==> src/verilog/dma_defs.svh <==
// Constant offsets, reset values and timing counts of the DMA channel controller
`ifndef DMA_DEFS_SVH
`define DMA_DEFS_SVH

// PCI I/O ports of the configuration space
`define CFG_INDEX_PORT 16'h0022
`define CFG_DATA_PORT 16'h0023

// Configuration space indices
`define IDX_MODE_HI 5'h00
`define IDX_MASK 8'h08
`define IDX_STATUS 8'h09
`define IDX_STATE 8'h0a
`define IDX_CHAN_HI 2'h1

// Per-channel sub-register selectors
`define SUB_ADDR_LO 3'h0
`define SUB_ADDR_HI 3'h1
`define SUB_PAGE 3'h2
`define SUB_CNT_LO 3'h3
`define SUB_CNT_HI 3'h4

// Reset values
`define MODE_RESET 8'h00
`define MODE_CASCADE_CH 8'h18
`define MASK_RESET 8'hff
`define CASCADE_CH 3'h4

// ISA cycle timing, least strobe widths in ns
`define CLK_PERIOD_NS 20
`define TYPE_A_NS 720
`define TYPE_B_NS 480
`define TYPE_F_NS 120
`define TYPE_A_CYC ((`TYPE_A_NS + `CLK_PERIOD_NS - 1) / `CLK_PERIOD_NS)
`define TYPE_B_CYC ((`TYPE_B_NS + `CLK_PERIOD_NS - 1) / `CLK_PERIOD_NS)
`define TYPE_F_CYC ((`TYPE_F_NS + `CLK_PERIOD_NS - 1) / `CLK_PERIOD_NS)

// Memory write buffer
`define FIFO_DEPTH 8

`endif

==> src/verilog/dma_pkg.sv <==
// Types shared by the DMA channel controller
`default_nettype none
package dma_pkg;
  typedef enum logic [1:0] {CS_IDLE = 2'b00, CS_PROGRAM = 2'b01, CS_ACTIVE = 2'b10} ctrl_state_t;
  typedef enum logic [2:0] {
    PH_IDLE = 3'b000, PH_BUS = 3'b001, PH_SETUP = 3'b010, PH_MREAD = 3'b011,
    PH_STROBE = 3'b100, PH_NEXT = 3'b101, PH_CASCADE = 3'b110
  } phase_t;
  typedef enum logic [1:0] {XT_VERIFY = 2'b00, XT_WRITE = 2'b01, XT_READ = 2'b10, XT_RSVD = 2'b11} xtype_t;
  typedef enum logic [1:0] {XM_DEMAND = 2'b00, XM_SINGLE = 2'b01, XM_BLOCK = 2'b10, XM_CASCADE = 2'b11} xmode_t;
  typedef enum logic [1:0] {TM_A = 2'b00, TM_B = 2'b01, TM_F = 2'b10, TM_RSVD = 2'b11} timing_t;
  typedef struct packed {
    logic spare;
    timing_t timing;
    xmode_t mode;
    logic autoinit;
    xtype_t xtype;
  } chan_mode_t;
  typedef struct packed {
    logic [23:0] addr;
    logic wide;
    logic [15:0] data;
  } mem_wr_t;
endpackage

`default_nettype wire

==> src/verilog/isa_dma_channel_controller.sv <==
// Seven-channel cascaded ISA DMA controller with its memory write buffer
`include "dma_defs.svh"
`timescale 1ns/1ps
`default_nettype none

// Memory write buffer
module dma_fifo #(
  parameter int W = 41,
  parameter int D = 8
) (
  input wire logic clk,
  input wire logic rst_n,
  input wire logic in_valid,
  output logic in_ready,
  input wire logic [W-1:0] in_data,
  output logic out_valid,
  input wire logic out_ready,
  output logic [W-1:0] out_data
);
  localparam int AW = $clog2(D);
  logic [W-1:0] mem_r [D];
  logic [AW-1:0] wp_r;
  logic [AW-1:0] rp_r;
  logic [AW:0] fill_r;
  logic push;
  logic pop;

  // Honest full and empty from the fill count
  assign in_ready = (fill_r != (AW+1)'(D));
  assign out_valid = (fill_r != '0);
  assign push = in_valid && in_ready;
  assign pop = out_valid && out_ready;
  assign out_data = mem_r[rp_r];

  // Pointers and fill level
  always_ff @(posedge clk or negedge rst_n) begin
    if (!rst_n) begin
      wp_r <= '0;
      rp_r <= '0;
      fill_r <= '0;
    end else begin
      if (push) wp_r <= (wp_r == AW'(D-1)) ? '0 : wp_r + 1'b1;
      if (pop) rp_r <= (rp_r == AW'(D-1)) ? '0 : rp_r + 1'b1;
      fill_r <= fill_r + (AW+1)'(push) - (AW+1)'(pop);
    end
  end

  // Storage, no reset needed on data
  always_ff @(posedge clk) begin
    if (push) mem_r[wp_r] <= in_data;
  end
endmodule

module isa_dma_channel_controller
  import dma_pkg::*;
(
  // Clock and reset
  input wire logic CLOCK,
  input wire logic RESET_N,
  // Configuration I/O cycles from the PCI target decode
  input wire logic IO_STB,
  input wire logic IO_WR,
  input wire logic [15:0] IO_ADDR,
  input wire logic [7:0] IO_WDATA,
  output logic [7:0] IO_RDATA,
  output logic IO_ACK,
  // ISA DMA handshake, bit 4 unused
  input wire logic [7:0] DREQ,
  output logic [7:0] DACK_N,
  input wire logic EOP_N,
  // ISA command strobes and data
  output logic IOR_N,
  output logic IOW_N,
  output logic MEMR_N,
  output logic MEMW_N,
  input wire logic IOCHRDY,
  input wire logic [15:0] ISA_DIN,
  output logic [15:0] ISA_DOUT,
  output logic ISA_DOE,
  // PCI bus ownership
  output logic PCI_REQ_N,
  input wire logic PCI_GNT_N,
  // Memory write stream
  output logic MEM_WVALID,
  input wire logic MEM_WREADY,
  output var mem_wr_t MEM_WR,
  // Memory read
  output logic MEM_RREQ,
  output logic [23:0] MEM_RADDR,
  output logic MEM_RWIDE,
  input wire logic MEM_RVALID,
  input wire logic [15:0] MEM_RDATA,
  // Controller states
  output ctrl_state_t BYTE_STATE,
  output ctrl_state_t WORD_STATE
);
  localparam int FW = $bits(mem_wr_t);

  // Pin synchronisers
  logic [25:0] sync1_r;
  logic [25:0] sync2_r;
  logic [7:0] dreq_s;
  logic eop_n_s;
  logic rdy_s;
  logic [15:0] din_s;

  // Configuration space
  logic [7:0] index_r;
  logic [7:0] mode_r [8];
  logic [15:0] base_addr_r [8];
  logic [15:0] cur_addr_r [8];
  logic [15:0] base_cnt_r [8];
  logic [15:0] cur_cnt_r [8];
  logic [7:0] page_r [8];
  logic [7:0] mask_r;
  logic [7:0] tc_r;
  logic [7:0] rdata_r;
  logic ack_r;

  // Engine
  phase_t phase_r;
  logic [2:0] cur_ch_r;
  logic [1:0] wpri_r;
  logic [1:0] bpri_r;
  logic [5:0] cnt_r;
  logic [7:0] dack_r;
  logic [23:0] xaddr_r;
  logic [15:0] dout_r;
  logic doe_r;
  logic yield_r;
  ctrl_state_t byte_state_r;
  ctrl_state_t word_state_r;

  logic cfg_hit;
  logic data_wr;
  logic [7:0] pend;
  logic byte_any;
  logic [2:0] bp;
  logic [2:0] wp;
  logic [2:0] sel;
  chan_mode_t cm;
  chan_mode_t sm;
  logic wide;
  logic done_strobe;
  logic tc_now;
  logic next_upd;
  logic fifo_in_valid;
  logic fifo_in_ready;
  logic [FW-1:0] fifo_out;
  mem_wr_t push_word;

  // Rotating pick among four requests, starting after the last served
  function automatic logic [2:0] pick4(input logic [3:0] req, input logic [1:0] last);
    logic [2:0] res;
    logic [1:0] k;
    res = 3'b000;
    for (int i = 4; i >= 1; i--) begin
      k = last + i[1:0];
      if (req[k]) res = {1'b1, k};
    end
    return res;
  endfunction

  // Strobe width in cycles for the selected timing type
  function automatic logic [5:0] cycles(input timing_t t);
    logic [5:0] c;
    c = 6'(`TYPE_A_CYC);
    if (t == TM_B) c = 6'(`TYPE_B_CYC);
    else if (t == TM_F) c = 6'(`TYPE_F_CYC);
    return c;
  endfunction

  // Two flops on every ISA pin input before any logic looks at it
  always_ff @(posedge CLOCK or negedge RESET_N) begin
    if (!RESET_N) begin
      sync1_r <= '0;
      sync2_r <= '0;
    end else begin
      sync1_r <= {IOCHRDY, EOP_N, DREQ, ISA_DIN};
      sync2_r <= sync1_r;
    end
  end
  assign {rdy_s, eop_n_s, dreq_s, din_s} = sync2_r;

  // Request arbitration: byte controller feeds channel 4 of the word one
  assign pend = dreq_s & ~mask_r;
  assign byte_any = |pend[3:0];
  assign bp = pick4(pend[3:0], bpri_r);
  assign wp = pick4({pend[7:5], byte_any}, wpri_r);
  assign sel = (wp[1:0] == 2'b00) ? {1'b0, bp[1:0]} : {1'b1, wp[1:0]};
  assign sm = chan_mode_t'(mode_r[sel]);
  assign cm = chan_mode_t'(mode_r[cur_ch_r]);
  assign wide = cur_ch_r[2];

  // Configuration decode
  assign cfg_hit = IO_STB && (IO_ADDR == `CFG_INDEX_PORT || IO_ADDR == `CFG_DATA_PORT);
  assign data_wr = IO_STB && IO_WR && (IO_ADDR == `CFG_DATA_PORT);

  // Transfer completion terms
  assign done_strobe = (phase_r == PH_STROBE) && (cnt_r <= 6'h01) && rdy_s;
  assign tc_now = (cur_cnt_r[cur_ch_r] <= 16'h0001) || !eop_n_s;
  assign next_upd = (phase_r == PH_NEXT);
  assign fifo_in_valid = done_strobe && (cm.xtype == XT_WRITE);
  assign push_word = '{addr: xaddr_r, wide: wide, data: wide ? din_s : {8'h00, din_s[7:0]}};

  // Index port and registered read answer
  always_ff @(posedge CLOCK or negedge RESET_N) begin
    if (!RESET_N) begin
      index_r <= 8'h00;
      rdata_r <= 8'h00;
      ack_r <= 1'b0;
    end else begin
      ack_r <= cfg_hit;
      if (IO_STB && IO_WR && IO_ADDR == `CFG_INDEX_PORT) index_r <= IO_WDATA;
      rdata_r <= 8'h00;
      if (IO_STB && !IO_WR && IO_ADDR == `CFG_DATA_PORT) begin
        if (index_r[7:3] == `IDX_MODE_HI) rdata_r <= mode_r[index_r[2:0]];
        else if (index_r == `IDX_MASK) rdata_r <= mask_r;
        else if (index_r == `IDX_STATUS) rdata_r <= tc_r;
        else if (index_r == `IDX_STATE) rdata_r <= {4'h0, word_state_r, byte_state_r};
        else if (index_r[7:6] == `IDX_CHAN_HI) begin
          case (index_r[2:0])
            `SUB_ADDR_LO: rdata_r <= cur_addr_r[index_r[5:3]][7:0];
            `SUB_ADDR_HI: rdata_r <= cur_addr_r[index_r[5:3]][15:8];
            `SUB_PAGE: rdata_r <= page_r[index_r[5:3]];
            `SUB_CNT_LO: rdata_r <= cur_cnt_r[index_r[5:3]][7:0];
            `SUB_CNT_HI: rdata_r <= cur_cnt_r[index_r[5:3]][15:8];
            default: rdata_r <= 8'h00;
          endcase
        end
      end
    end
  end

  // Mask and terminal-count flags; hardware set wins over software
  always_ff @(posedge CLOCK or negedge RESET_N) begin
    if (!RESET_N) begin
      mask_r <= `MASK_RESET;
      tc_r <= 8'h00;
    end else begin
      mask_r <= ((data_wr && index_r == `IDX_MASK) ? IO_WDATA : mask_r)
        | ((next_upd && tc_now && !cm.autoinit) ? 8'(8'h01 << cur_ch_r) : 8'h00);
      tc_r <= ((data_wr && index_r == `IDX_STATUS) ? (tc_r & ~IO_WDATA) : tc_r)
        | ((next_upd && tc_now) ? 8'(8'h01 << cur_ch_r) : 8'h00);
    end
  end

  // Channel register file: software writes and per-transfer updates
  always_ff @(posedge CLOCK or negedge RESET_N) begin
    if (!RESET_N) begin
      for (int i = 0; i < 8; i++) begin
        mode_r[i] <= (i == 4) ? `MODE_CASCADE_CH : `MODE_RESET;
        base_addr_r[i] <= 16'h0000;
        cur_addr_r[i] <= 16'h0000;
        base_cnt_r[i] <= 16'h0000;
        cur_cnt_r[i] <= 16'h0000;
        page_r[i] <= 8'h00;
      end
    end else begin
      if (data_wr && index_r[7:3] == `IDX_MODE_HI) begin
        // Channel 4 stays locked to cascade
        if (index_r[2:0] == `CASCADE_CH) mode_r[index_r[2:0]] <= `MODE_CASCADE_CH;
        else mode_r[index_r[2:0]] <= IO_WDATA;
      end else if (data_wr && index_r[7:6] == `IDX_CHAN_HI) begin
        // Base writes also load the working copies
        case (index_r[2:0])
          `SUB_ADDR_LO: begin
            base_addr_r[index_r[5:3]][7:0] <= IO_WDATA;
            cur_addr_r[index_r[5:3]][7:0] <= IO_WDATA;
          end
          `SUB_ADDR_HI: begin
            base_addr_r[index_r[5:3]][15:8] <= IO_WDATA;
            cur_addr_r[index_r[5:3]][15:8] <= IO_WDATA;
          end
          `SUB_PAGE: page_r[index_r[5:3]] <= IO_WDATA;
          `SUB_CNT_LO: begin
            base_cnt_r[index_r[5:3]][7:0] <= IO_WDATA;
            cur_cnt_r[index_r[5:3]][7:0] <= IO_WDATA;
          end
          `SUB_CNT_HI: begin
            base_cnt_r[index_r[5:3]][15:8] <= IO_WDATA;
            cur_cnt_r[index_r[5:3]][15:8] <= IO_WDATA;
          end
          default: ;
        endcase
      end
      if (next_upd) begin
        if (tc_now && cm.autoinit) begin
          cur_addr_r[cur_ch_r] <= base_addr_r[cur_ch_r];
          cur_cnt_r[cur_ch_r] <= base_cnt_r[cur_ch_r];
        end else begin
          cur_addr_r[cur_ch_r] <= cur_addr_r[cur_ch_r] + 16'h0001;
          cur_cnt_r[cur_ch_r] <= cur_cnt_r[cur_ch_r] - 16'h0001;
        end
      end
    end
  end

  // Transfer engine
  always_ff @(posedge CLOCK or negedge RESET_N) begin
    if (!RESET_N) begin
      phase_r <= PH_IDLE;
      cur_ch_r <= 3'h0;
      wpri_r <= 2'h3;
      bpri_r <= 2'h3;
      cnt_r <= 6'h00;
      dack_r <= 8'h00;
      xaddr_r <= 24'h000000;
      dout_r <= 16'h0000;
      doe_r <= 1'b0;
      yield_r <= 1'b0;
    end else begin
      // One idle cycle with the bus request released after a terminal count or a single-mode transfer
      yield_r <= 1'b0;
      case (phase_r)
        PH_IDLE: begin
          // A register access in the same cycle goes first
          if (!cfg_hit && wp[2] && !yield_r) begin
            phase_r <= PH_BUS;
            cur_ch_r <= sel;
          end
        end
        PH_BUS: begin
          // No acknowledge until the PCI bus is ours
          if (!PCI_GNT_N) begin
            if (wp[2]) begin
              cur_ch_r <= sel;
              dack_r <= 8'(8'h01 << sel);
              wpri_r <= wp[1:0];
              if (wp[1:0] == 2'b00) bpri_r <= bp[1:0];
              phase_r <= (sm.mode == XM_CASCADE) ? PH_CASCADE : PH_SETUP;
            end else begin
              phase_r <= PH_IDLE;
            end
          end
        end
        PH_SETUP: begin
          // Word channels count words, so the byte address doubles
          xaddr_r <= wide ? {page_r[cur_ch_r][7:1], cur_addr_r[cur_ch_r], 1'b0}
            : {page_r[cur_ch_r], cur_addr_r[cur_ch_r]};
          cnt_r <= cycles(cm.timing);
          if (cm.xtype == XT_READ) phase_r <= PH_MREAD;
          else if (cm.xtype != XT_WRITE || fifo_in_ready) phase_r <= PH_STROBE;
        end
        PH_MREAD: begin
          if (MEM_RVALID) begin
            dout_r <= wide ? MEM_RDATA : {8'h00, MEM_RDATA[7:0]};
            doe_r <= 1'b1;
            phase_r <= PH_STROBE;
          end
        end
        PH_STROBE: begin
          // Hold the strobes past their width while IOCHRDY is low
          if (cnt_r > 6'h01) cnt_r <= cnt_r - 6'h01;
          else if (rdy_s) begin
            doe_r <= 1'b0;
            phase_r <= PH_NEXT;
          end
        end
        PH_NEXT: begin
          if (tc_now || cm.mode == XM_SINGLE) begin
            dack_r <= 8'h00;
            yield_r <= 1'b1;
            phase_r <= PH_IDLE;
          end else if (cm.mode == XM_BLOCK) begin
            phase_r <= PH_SETUP;
          end else if (dreq_s[cur_ch_r]) begin
            phase_r <= PH_SETUP;
          end else begin
            dack_r <= 8'h00;
            phase_r <= PH_IDLE;
          end
        end
        PH_CASCADE: begin
          // External controller owns the cycles until it drops hold
          if (!pend[cur_ch_r]) begin
            dack_r <= 8'h00;
            phase_r <= PH_IDLE;
          end
        end
        default: phase_r <= PH_IDLE;
      endcase
    end
  end

  // Controller states seen by software
  always_ff @(posedge CLOCK or negedge RESET_N) begin
    if (!RESET_N) begin
      byte_state_r <= CS_IDLE;
      word_state_r <= CS_IDLE;
    end else begin
      if (phase_r != PH_IDLE) word_state_r <= CS_ACTIVE;
      else if (cfg_hit) word_state_r <= CS_PROGRAM;
      else word_state_r <= CS_IDLE;
      if (phase_r != PH_IDLE && !cur_ch_r[2]) byte_state_r <= CS_ACTIVE;
      else if (phase_r == PH_IDLE && cfg_hit) byte_state_r <= CS_PROGRAM;
      else byte_state_r <= CS_IDLE;
    end
  end

  // Memory write buffer; a full buffer stalls the engine before the strobe
  dma_fifo #(.W(FW), .D(`FIFO_DEPTH)) u_wbuf (
    .clk(CLOCK),
    .rst_n(RESET_N),
    .in_valid(fifo_in_valid),
    .in_ready(fifo_in_ready),
    .in_data(push_word),
    .out_valid(MEM_WVALID),
    .out_ready(MEM_WREADY),
    .out_data(fifo_out)
  );
  assign MEM_WR = mem_wr_t'(fifo_out);

  // ISA strobes; verify cycles run the timing with no strobe
  assign IOR_N = !(phase_r == PH_STROBE && cm.xtype == XT_WRITE);
  assign MEMW_N = !(phase_r == PH_STROBE && cm.xtype == XT_WRITE);
  assign IOW_N = !(phase_r == PH_STROBE && cm.xtype == XT_READ);
  assign MEMR_N = !(phase_r == PH_STROBE && cm.xtype == XT_READ);

  // Bus request stays up while buffered writes remain; the yield cycle forces rearbitration
  assign PCI_REQ_N = !((phase_r != PH_IDLE || MEM_WVALID) && !yield_r);
  assign MEM_RREQ = (phase_r == PH_MREAD);
  assign MEM_RADDR = xaddr_r;
  assign MEM_RWIDE = wide;
  assign DACK_N = ~dack_r;
  assign ISA_DOUT = dout_r;
  assign ISA_DOE = doe_r;
  assign IO_RDATA = rdata_r;
  assign IO_ACK = ack_r;
  assign BYTE_STATE = byte_state_r;
  assign WORD_STATE = word_state_r;
endmodule

`default_nettype wire

==> config.mk <==
export PLATFORM = sky130hd
export DESIGN_NAME = isa_dma_channel_controller
export DESIGN_NICKNAME = d
export VERILOG_FILES = /design/src/verilog/dma_pkg.sv /design/src/verilog/isa_dma_channel_controller.sv
export VERILOG_INCLUDE_DIRS = /design/src /design/src/verilog
export SDC_FILE = /design/constraint.sdc
export NUM_CORES = 2
export LEC_CHECK = 0
export ABC_CLOCK_PERIOD_IN_PS = 6840
export BUFFER_PORTS_ARGS = -buffer_cell sky130_fd_sc_hd__buf_2
export CORE_UTILIZATION = 45
export DETAILED_ROUTE_END_ITERATION = 8
export PLACE_DENSITY = 0.63
export SLEW_MARGIN = 20
export SYNTH_ARGS = -nofsm -noshare
export SYNTH_HDL_FRONTEND = slang
export SYNTH_SLANG_ARGS = --single-unit
==> constraint.sdc <==
create_clock -name CLOCK -period 6.84 [get_ports CLOCK]
set_clock_uncertainty 0.2 [all_clocks]
set_input_delay 0.684 -clock CLOCK [delete_from_list [all_inputs] [get_ports CLOCK]]
set_output_delay 0.684 -clock CLOCK [all_outputs]
set_load 0.01 [all_outputs]
# Word-level counts from Yosys, hierarchy flattened
# Memories as Yosys holds them, arrays and structs flattened.
# Cells that the tools add are included.
# classes
n_addsub	13
multipliers	0
n_div	0
magnitude_cmp	19
n_eq_ne	38
shift	2
mux	156
bitwise_logic	16
n_reduce_logical	66
# ops
op	count
$bwmux 128	12
$mux 128	8
$pmux 128 s2	4
$bmux 16 s3	6
$mux 16	16
$mux 8	25
$demux 16 s3	3
$bwmux 64	2
$bmux 8 s3	5
$mux 64	1
$mux 3	20
$and 48x48->48	1
$demux 8 s3	2
$not 48->48	1
$pmux 8 s5	1
$eq 16x6->1 const B	2
$logic_and 1x1->1	28
$eq 8x4->1 const B	3
$lt 2x3->1 const B	8
$not 8->8	3
$pmux 8 s3	1
$pmux 3 s7	1
$mux 1	19
$eq 3x3->1 const B	6
other kinds (52)	132
# word_totals
register_bits	805
latch_bits	0
ramBits	328
mem_bits_ro	0
inputBits	73
output_inout_bits	111
wordCells	381
mem_count	1
# memory_table
name	depth	width	read_ports	rd_clocked_by_memory_dff	wr	line_no	text
u_wbuf.mem_r	8	41	1	0	1	isa_dma_channel_controller.sv:21	logic [W-1:0] mem_r [D];

# Logic depth before layout (Yosys ltp)
# depth
word_depth	20
ltp_mapped	16
ltp_nobuf	11

# Hierarchy
# Synthesis repeated with hierarchy kept, for this count alone.
# unflattened
cells_unflattened	4638
hier_area_um2	53831.6
# by_module_without_submodules
module	n_inst	cells_each	area_each_um2	seq_area_each_um2
isa_dma_channel_controller	1	4107	40909.2	19911.6
dma_fifo	1	531	12922.4	10099.7

# Worst setup path after synthesis
# Ideal clock, no wire load.
# synth_timing
path_type	flip-flop to flip-flop
start	reg cur_ch_r[2]
end	mem u_wbuf.mem_r[0][0], enable pin
setup_ps	490
t_arrival_ps	5616
t_required_ps	6150
slack_ps	534
path_stages_with_launch	10
path_buffers	3
synth_period_minus_slack_ps	6306
cell_sequence	dfrtp_1 > clkbuf_1 > inv_2 > buf_1 > buf_1 > mux2i_1 > nand3_1 > a211oi_2 > nand2b_1 > nor3_1
# synth_via
elab_chain_cells	9
# synth_rtl
item	line_no	text
from (decl)	isa_dma_channel_controller.sv:122	logic [2:0] cur_ch_r;
from (signal assigned)	isa_dma_channel_controller.sv:320	cur_ch_r <= sel;
from (signal assigned)	isa_dma_channel_controller.sv:327	cur_ch_r <= sel;
$not 3->4 (implied by the code)	isa_dma_channel_controller.sv:192	assign cm = chan_mode_t'(mode_r[cur_ch_r]);
$bmux 8 s3	isa_dma_channel_controller.sv:192	
$mux 7 (implied by the code) (2 in series)	isa_dma_channel_controller.sv:192	
$eq 2x1->1	isa_dma_channel_controller.sv:203	assign fifo_in_valid = done_strobe && (cm.xtype == XT_WRITE);
$logic_and 1x1->1	isa_dma_channel_controller.sv:203	
$logic_and 1x1->1	isa_dma_channel_controller.sv:31	assign push = in_valid && in_ready;
net u_wbuf.push	isa_dma_channel_controller.sv:25	logic push;
$mux 1	isa_dma_channel_controller.sv:50	if (push) mem_r[wp_r] <= in_data;
$mux 1 (implied by the code)	isa_dma_channel_controller.sv:50	
to (decl)	isa_dma_channel_controller.sv:21	
# The timed path passes the listed nets, and every way through them passes these cells. The select of a mux whose other input is x is not followed.

# Worst setup path in the final report
# layout_timing
start	reg cur_ch_r[0]
end	reg cur_addr_r[122] (netlist bit)
# layout_via
elab_chain_cells	9
elab_cells_between_ends	26
classes_between	add/sub: 1; order compare: 3; mux: 18; bitwise: 1; reduce/logical: 3
# layout_rtl
item	line_no	text
$not 3->4 (implied by the code) (*)	-	
$bmux 16 s3	isa_dma_channel_controller.sv:201	assign tc_now = (cur_cnt_r[cur_ch_r] <= 16'h0001) || !eop_n_s;
$mux 16 (implied by the code) (2 in series)	isa_dma_channel_controller.sv:201	
$le 16x1->1	isa_dma_channel_controller.sv:201	
$logic_or 1x1->1	isa_dma_channel_controller.sv:201	
$logic_and 1x1->1	isa_dma_channel_controller.sv:288	if (tc_now && cm.autoinit) begin
$mux 128 (*)	isa_dma_channel_controller.sv:288	
$mux 128 (*)	isa_dma_channel_controller.sv:287	if (next_upd) begin
to (signal, indexed assignment)	isa_dma_channel_controller.sv:289	cur_addr_r[cur_ch_r] <= base_addr_r[cur_ch_r];
to (signal, indexed assignment)	isa_dma_channel_controller.sv:292	cur_addr_r[cur_ch_r] <= cur_addr_r[cur_ch_r] + 16'h0001;
to (decl)	isa_dma_channel_controller.sv:111	logic [15:0] cur_addr_r [8];
# Mark *: on every way between the ends. The rest lies on a longest branch, timed or not. The select of a mux whose other input is x is not followed.
# A chain may end at the register's enable or synchronous reset.

==> metrics.md <==
| Metric | Value |
|---|---|
| Initial antenna violation count | 6 |
| Clock root cell | clkbuf_16 |
| Slew headroom | 21.2% |
| H-tree level count | 3 |
| Sequential-to-total area share from yosys stat | 55.5% |
| CTS tree | done |
| Min Tclk post-route | approximately 5.1 ns |
| DR WL/cell | 27.2 um |
| CP cell instances | buf_12 > mux4_1 > mux2i_4 > nand4_4 > nor4_2 > a21o_2 > buf_12 > mux2i_1 > a21oi_1 |
| WL final | 175000 um |
| Worst Path Arrival | about 5.5 ns |
| Largest cells by area after synthesis | dfrtp_1, edfxtp_1, mux4_2 |
| PwrDens | 261 mW/mm2 |
| Initial Utilization | 45.6% |
| Layout Utilization | around 52% |
| Top_reg_cell synth | dfrtp_1 |
| Layout cells sized above 1 | 21.6% |
| Setup crit start kind | register |
| Fmax | 195 MHz |
| Crit Path Category | reg -> reg |
| Outcome | completed |
| Avg Synthesized Cell Area | about 12 um2 |
| Gr busiest metal | met2 |
| Top Ports | approximately 180 |
| FFs w/ async S/R, synth | 71.1% |
| Synth area leader | dfrtp_1 |
| Total congestion overflow | 0 |
| Met3 Use GR | 7.14% |
| DR pass1 iterations | 7 |
| Met2 usage | 44.5% |
| Num CTS Buffers | 120 |
| Cell variety after synth | 86 |
| Most common cell on crit path | buf_12 |
| Yosys reg bits | 1133 |
| Die width | ~350 um |
| Gr usage total | 28.8% |
| Worst VDD drop | 0.000253 V |
| Die height | 349 um |
| Commonest non-fill, non-tap cell in the layout | nand2_1 |
| Num rows | between 100 and 150 |
| Share of the synthesized area in the top cell type | 36.6% |
| Total vias in the final route | 40099 |
| Hold Fails Final Rpt | 0 |
| WHS | 0.0818 ns |
| Synth Net Count | 4691 |
| Dpl hpwl | approximately 110000 um |
| Critical Path Sink Type | register |
| Residual DRC | 0 |
| Clock Sink Count | 1133 |
| CTS clock-pin slew for the worst setup and hold paths | 0.06 ns |
| Die area | about 0.12 mm2 |
| Later-pin clock latency in the skew report | 0.77 ns |
| Setup TNS Final | 0 ns |
| Vias in the first global route | 39815 |
| Number of DRC markers in iteration 0 | 4565 |
| Tcrit/Tclk final | 74.9% |
| Yosys warns | 0 |
| Area Growth Syn to Fin | 13.4% |
| Unrepaired setup endpoints after global routing | false |
| Core Area | 0.119 mm2 |
| Final setup fails | 0 |
| Hold crit path type | in -> reg |
| Max-cap viol count | 0 |
| GP Congestion | 0.899 |
| Largest stage delay, worst path | 0.93 ns |
| M1 GR Usage | 38.9% |
| Required @ worst endpoint | 7.24 ns |
| Pins over their slew limit | 0 |
| ANT nets after route | 0 |
| Worst Max-Slew Pin Slew | 1.18 ns |
| Largest net degree at the start of global routing | 157 |
| Fin nets | 4821 |
| First-pass GRT wire length | 261000 um |
| Largest fanout on the critical path | 34 |
| Slowest cell on crit path | dfrtp_4 |
| Drt via density | 6.23 |
| IO buf count | between 150 and 200 |
| Leak Pwr | 28.2 nW |
| Clk buf depth | 3 |
| Number of enable flip-flop cells after synthesis | 328 |
| Cells after Synth | 4600 |
| Synthesized cell area | 0.0540 mm2 |
| Commonest cells after routing, fill and taps aside | nand2_1, dfrtp_1, edfxtp_1 |
| PostCTS Resize Cnt | 0 |
-- registers in the layout, summed over array words and instances (netlist names), 3 cells and up --
| signal | flops |
|---|---|
| u_wbuf.mem_r | 328 |
| cur_cnt_r | 128 |
| mode_r | 64 |
| IO_RDATA | 8 |
| dack_r | 8 |
| cnt_r | 6 |
| cur_addr_r | 128 |
| base_cnt_r | 128 |
| sync1_r | 26 |
| base_addr_r | 128 |
| mask_r | 8 |
| ISA_DOUT | 16 |
| page_r | 64 |
| u_wbuf.wp_r | 3 |
| cur_ch_r | 3 |
| u_wbuf.rp_r | 3 |
| u_wbuf.fill_r | 4 |
| index_r | 8 |
| phase_r | 3 |
| sync2_r | 26 |
| tc_r | 8 |
| MEM_RADDR | 24 |
-- path summary, 6_finish.rpt --
| kind | start | slack, ns | to | cells past startpoint |
|---|---|---|---|---|
| worst max-delay path | cur_ch_r[0] | 1.72 | cur_addr_r[122] | 9 |
| worst min-delay path | PCI_GNT_N | 0.08 | wpri_r[0] | 4 |
| worst max register to register | cur_ch_r[0] | 1.72 | cur_addr_r[122] | 9 |
| worst min register to register | sync1_r[17] | 0.14 | sync2_r[17] | 0 |
| max in group asynchronous | RESET_N | 4.46 | page_r[35] | 4 |
| min in group asynchronous | RESET_N | 0.30 | base_cnt_r[65] | 2 |
-- synthesized netlist by cell type (42+ instances only) --
| cell type | n |
|---|---|
| dfrtp_1 | 791 |
| o21ai_0 | 74 |
| mux4_2 | 250 |
| a21oi_1 | 302 |
| edfxtp_1 | 328 |
| nor2_1 | 127 |
| nand2_1 | 1103 |
| a21o_1 | 162 |
| clkbuf_1 | 224 |
| mux2i_1 | 102 |
| nor3_1 | 45 |
| a22oi_1 | 61 |
| a211oi_1 | 42 |
| mux2_2 | 210 |
| and3_1 | 140 |
-- cell families (layout without fill, tap and decap cells) --
group	after synthesis	in the layout	synth area share, %
XOR/XNOR	29	29	0.470
other	0	1	0
adder cells (fa/ha/maj)	18	18	0.431
buffers and inverters	368	603	2.95
AO/OA/AOI/OAI	856	856	10.4
AND/OR/NAND/NOR	1628	1628	13.3
flip-flops	1133	1133	55.5
multiplexers	568	568	17.0
-- layout make-up --
type / count / area, um2
fillers: 10320 / 57300
flip-flops and latches: 1133 / 30000
multi-input cells: 3099 / 22600
clock buffers: 167 / 3380
repair buffers: 341 / 2340
well taps: 1600 / 2000
clock inverters: 60 / 744
inverters: 35 / 134
diodes: 1 / 2.50
-- through the flow --
stage	setup WS, ns	std cells	power (mW)	instance area (um2)
floorplan	0.534	4600	8.65	54000
detailed placement	1.80	6166	9.36	56700
global route	1.49	6435	16.5	61300
global placement	1.86	6166	9.34	56700
CTS	1.77	6435	16.1	61300
finish	1.72	6436	16.0	61300
-- per-layer routing --
metal / up-vias / part of all wire, %
met5: - / 0.023
met4: 6 / 4.6
met3: 489 / 10
met2: 2158 / 46
met1: 20385 / 40
li1: 17061 / -
-- where the power goes --
part	total (mW)	leakage, nW	internal, mW	switching [mW]
Clock	6.77	2.02	3.89	2.89
Sequential	7.33	13.6	7.10	0.228
Combinational	1.90	12.5	0.909	0.995
Total	16.0	28.2	11.9	4.11
-- what timing repair did --
| item | in CTS | in global routing |
|---|---|---|
| buffers inserted | 0 | 0 |
| hold endpoints to repair | 93 | 0 |
| hold buffers | 42 | 0 |
| setup endpoints to repair | 0 | 0 |
-- worst max-delay path: cells and delay by family, from the launching register on --
kind	cells	cell delay, ns
multiplexers	3	1.59
AND/OR/NAND/NOR	2	0.73
flip-flops	1	0.93
buffers and inverters	2	0.64
AO/OA/AOI/OAI	2	0.77
No activity file was read; power rests on OpenSTA's default activity.
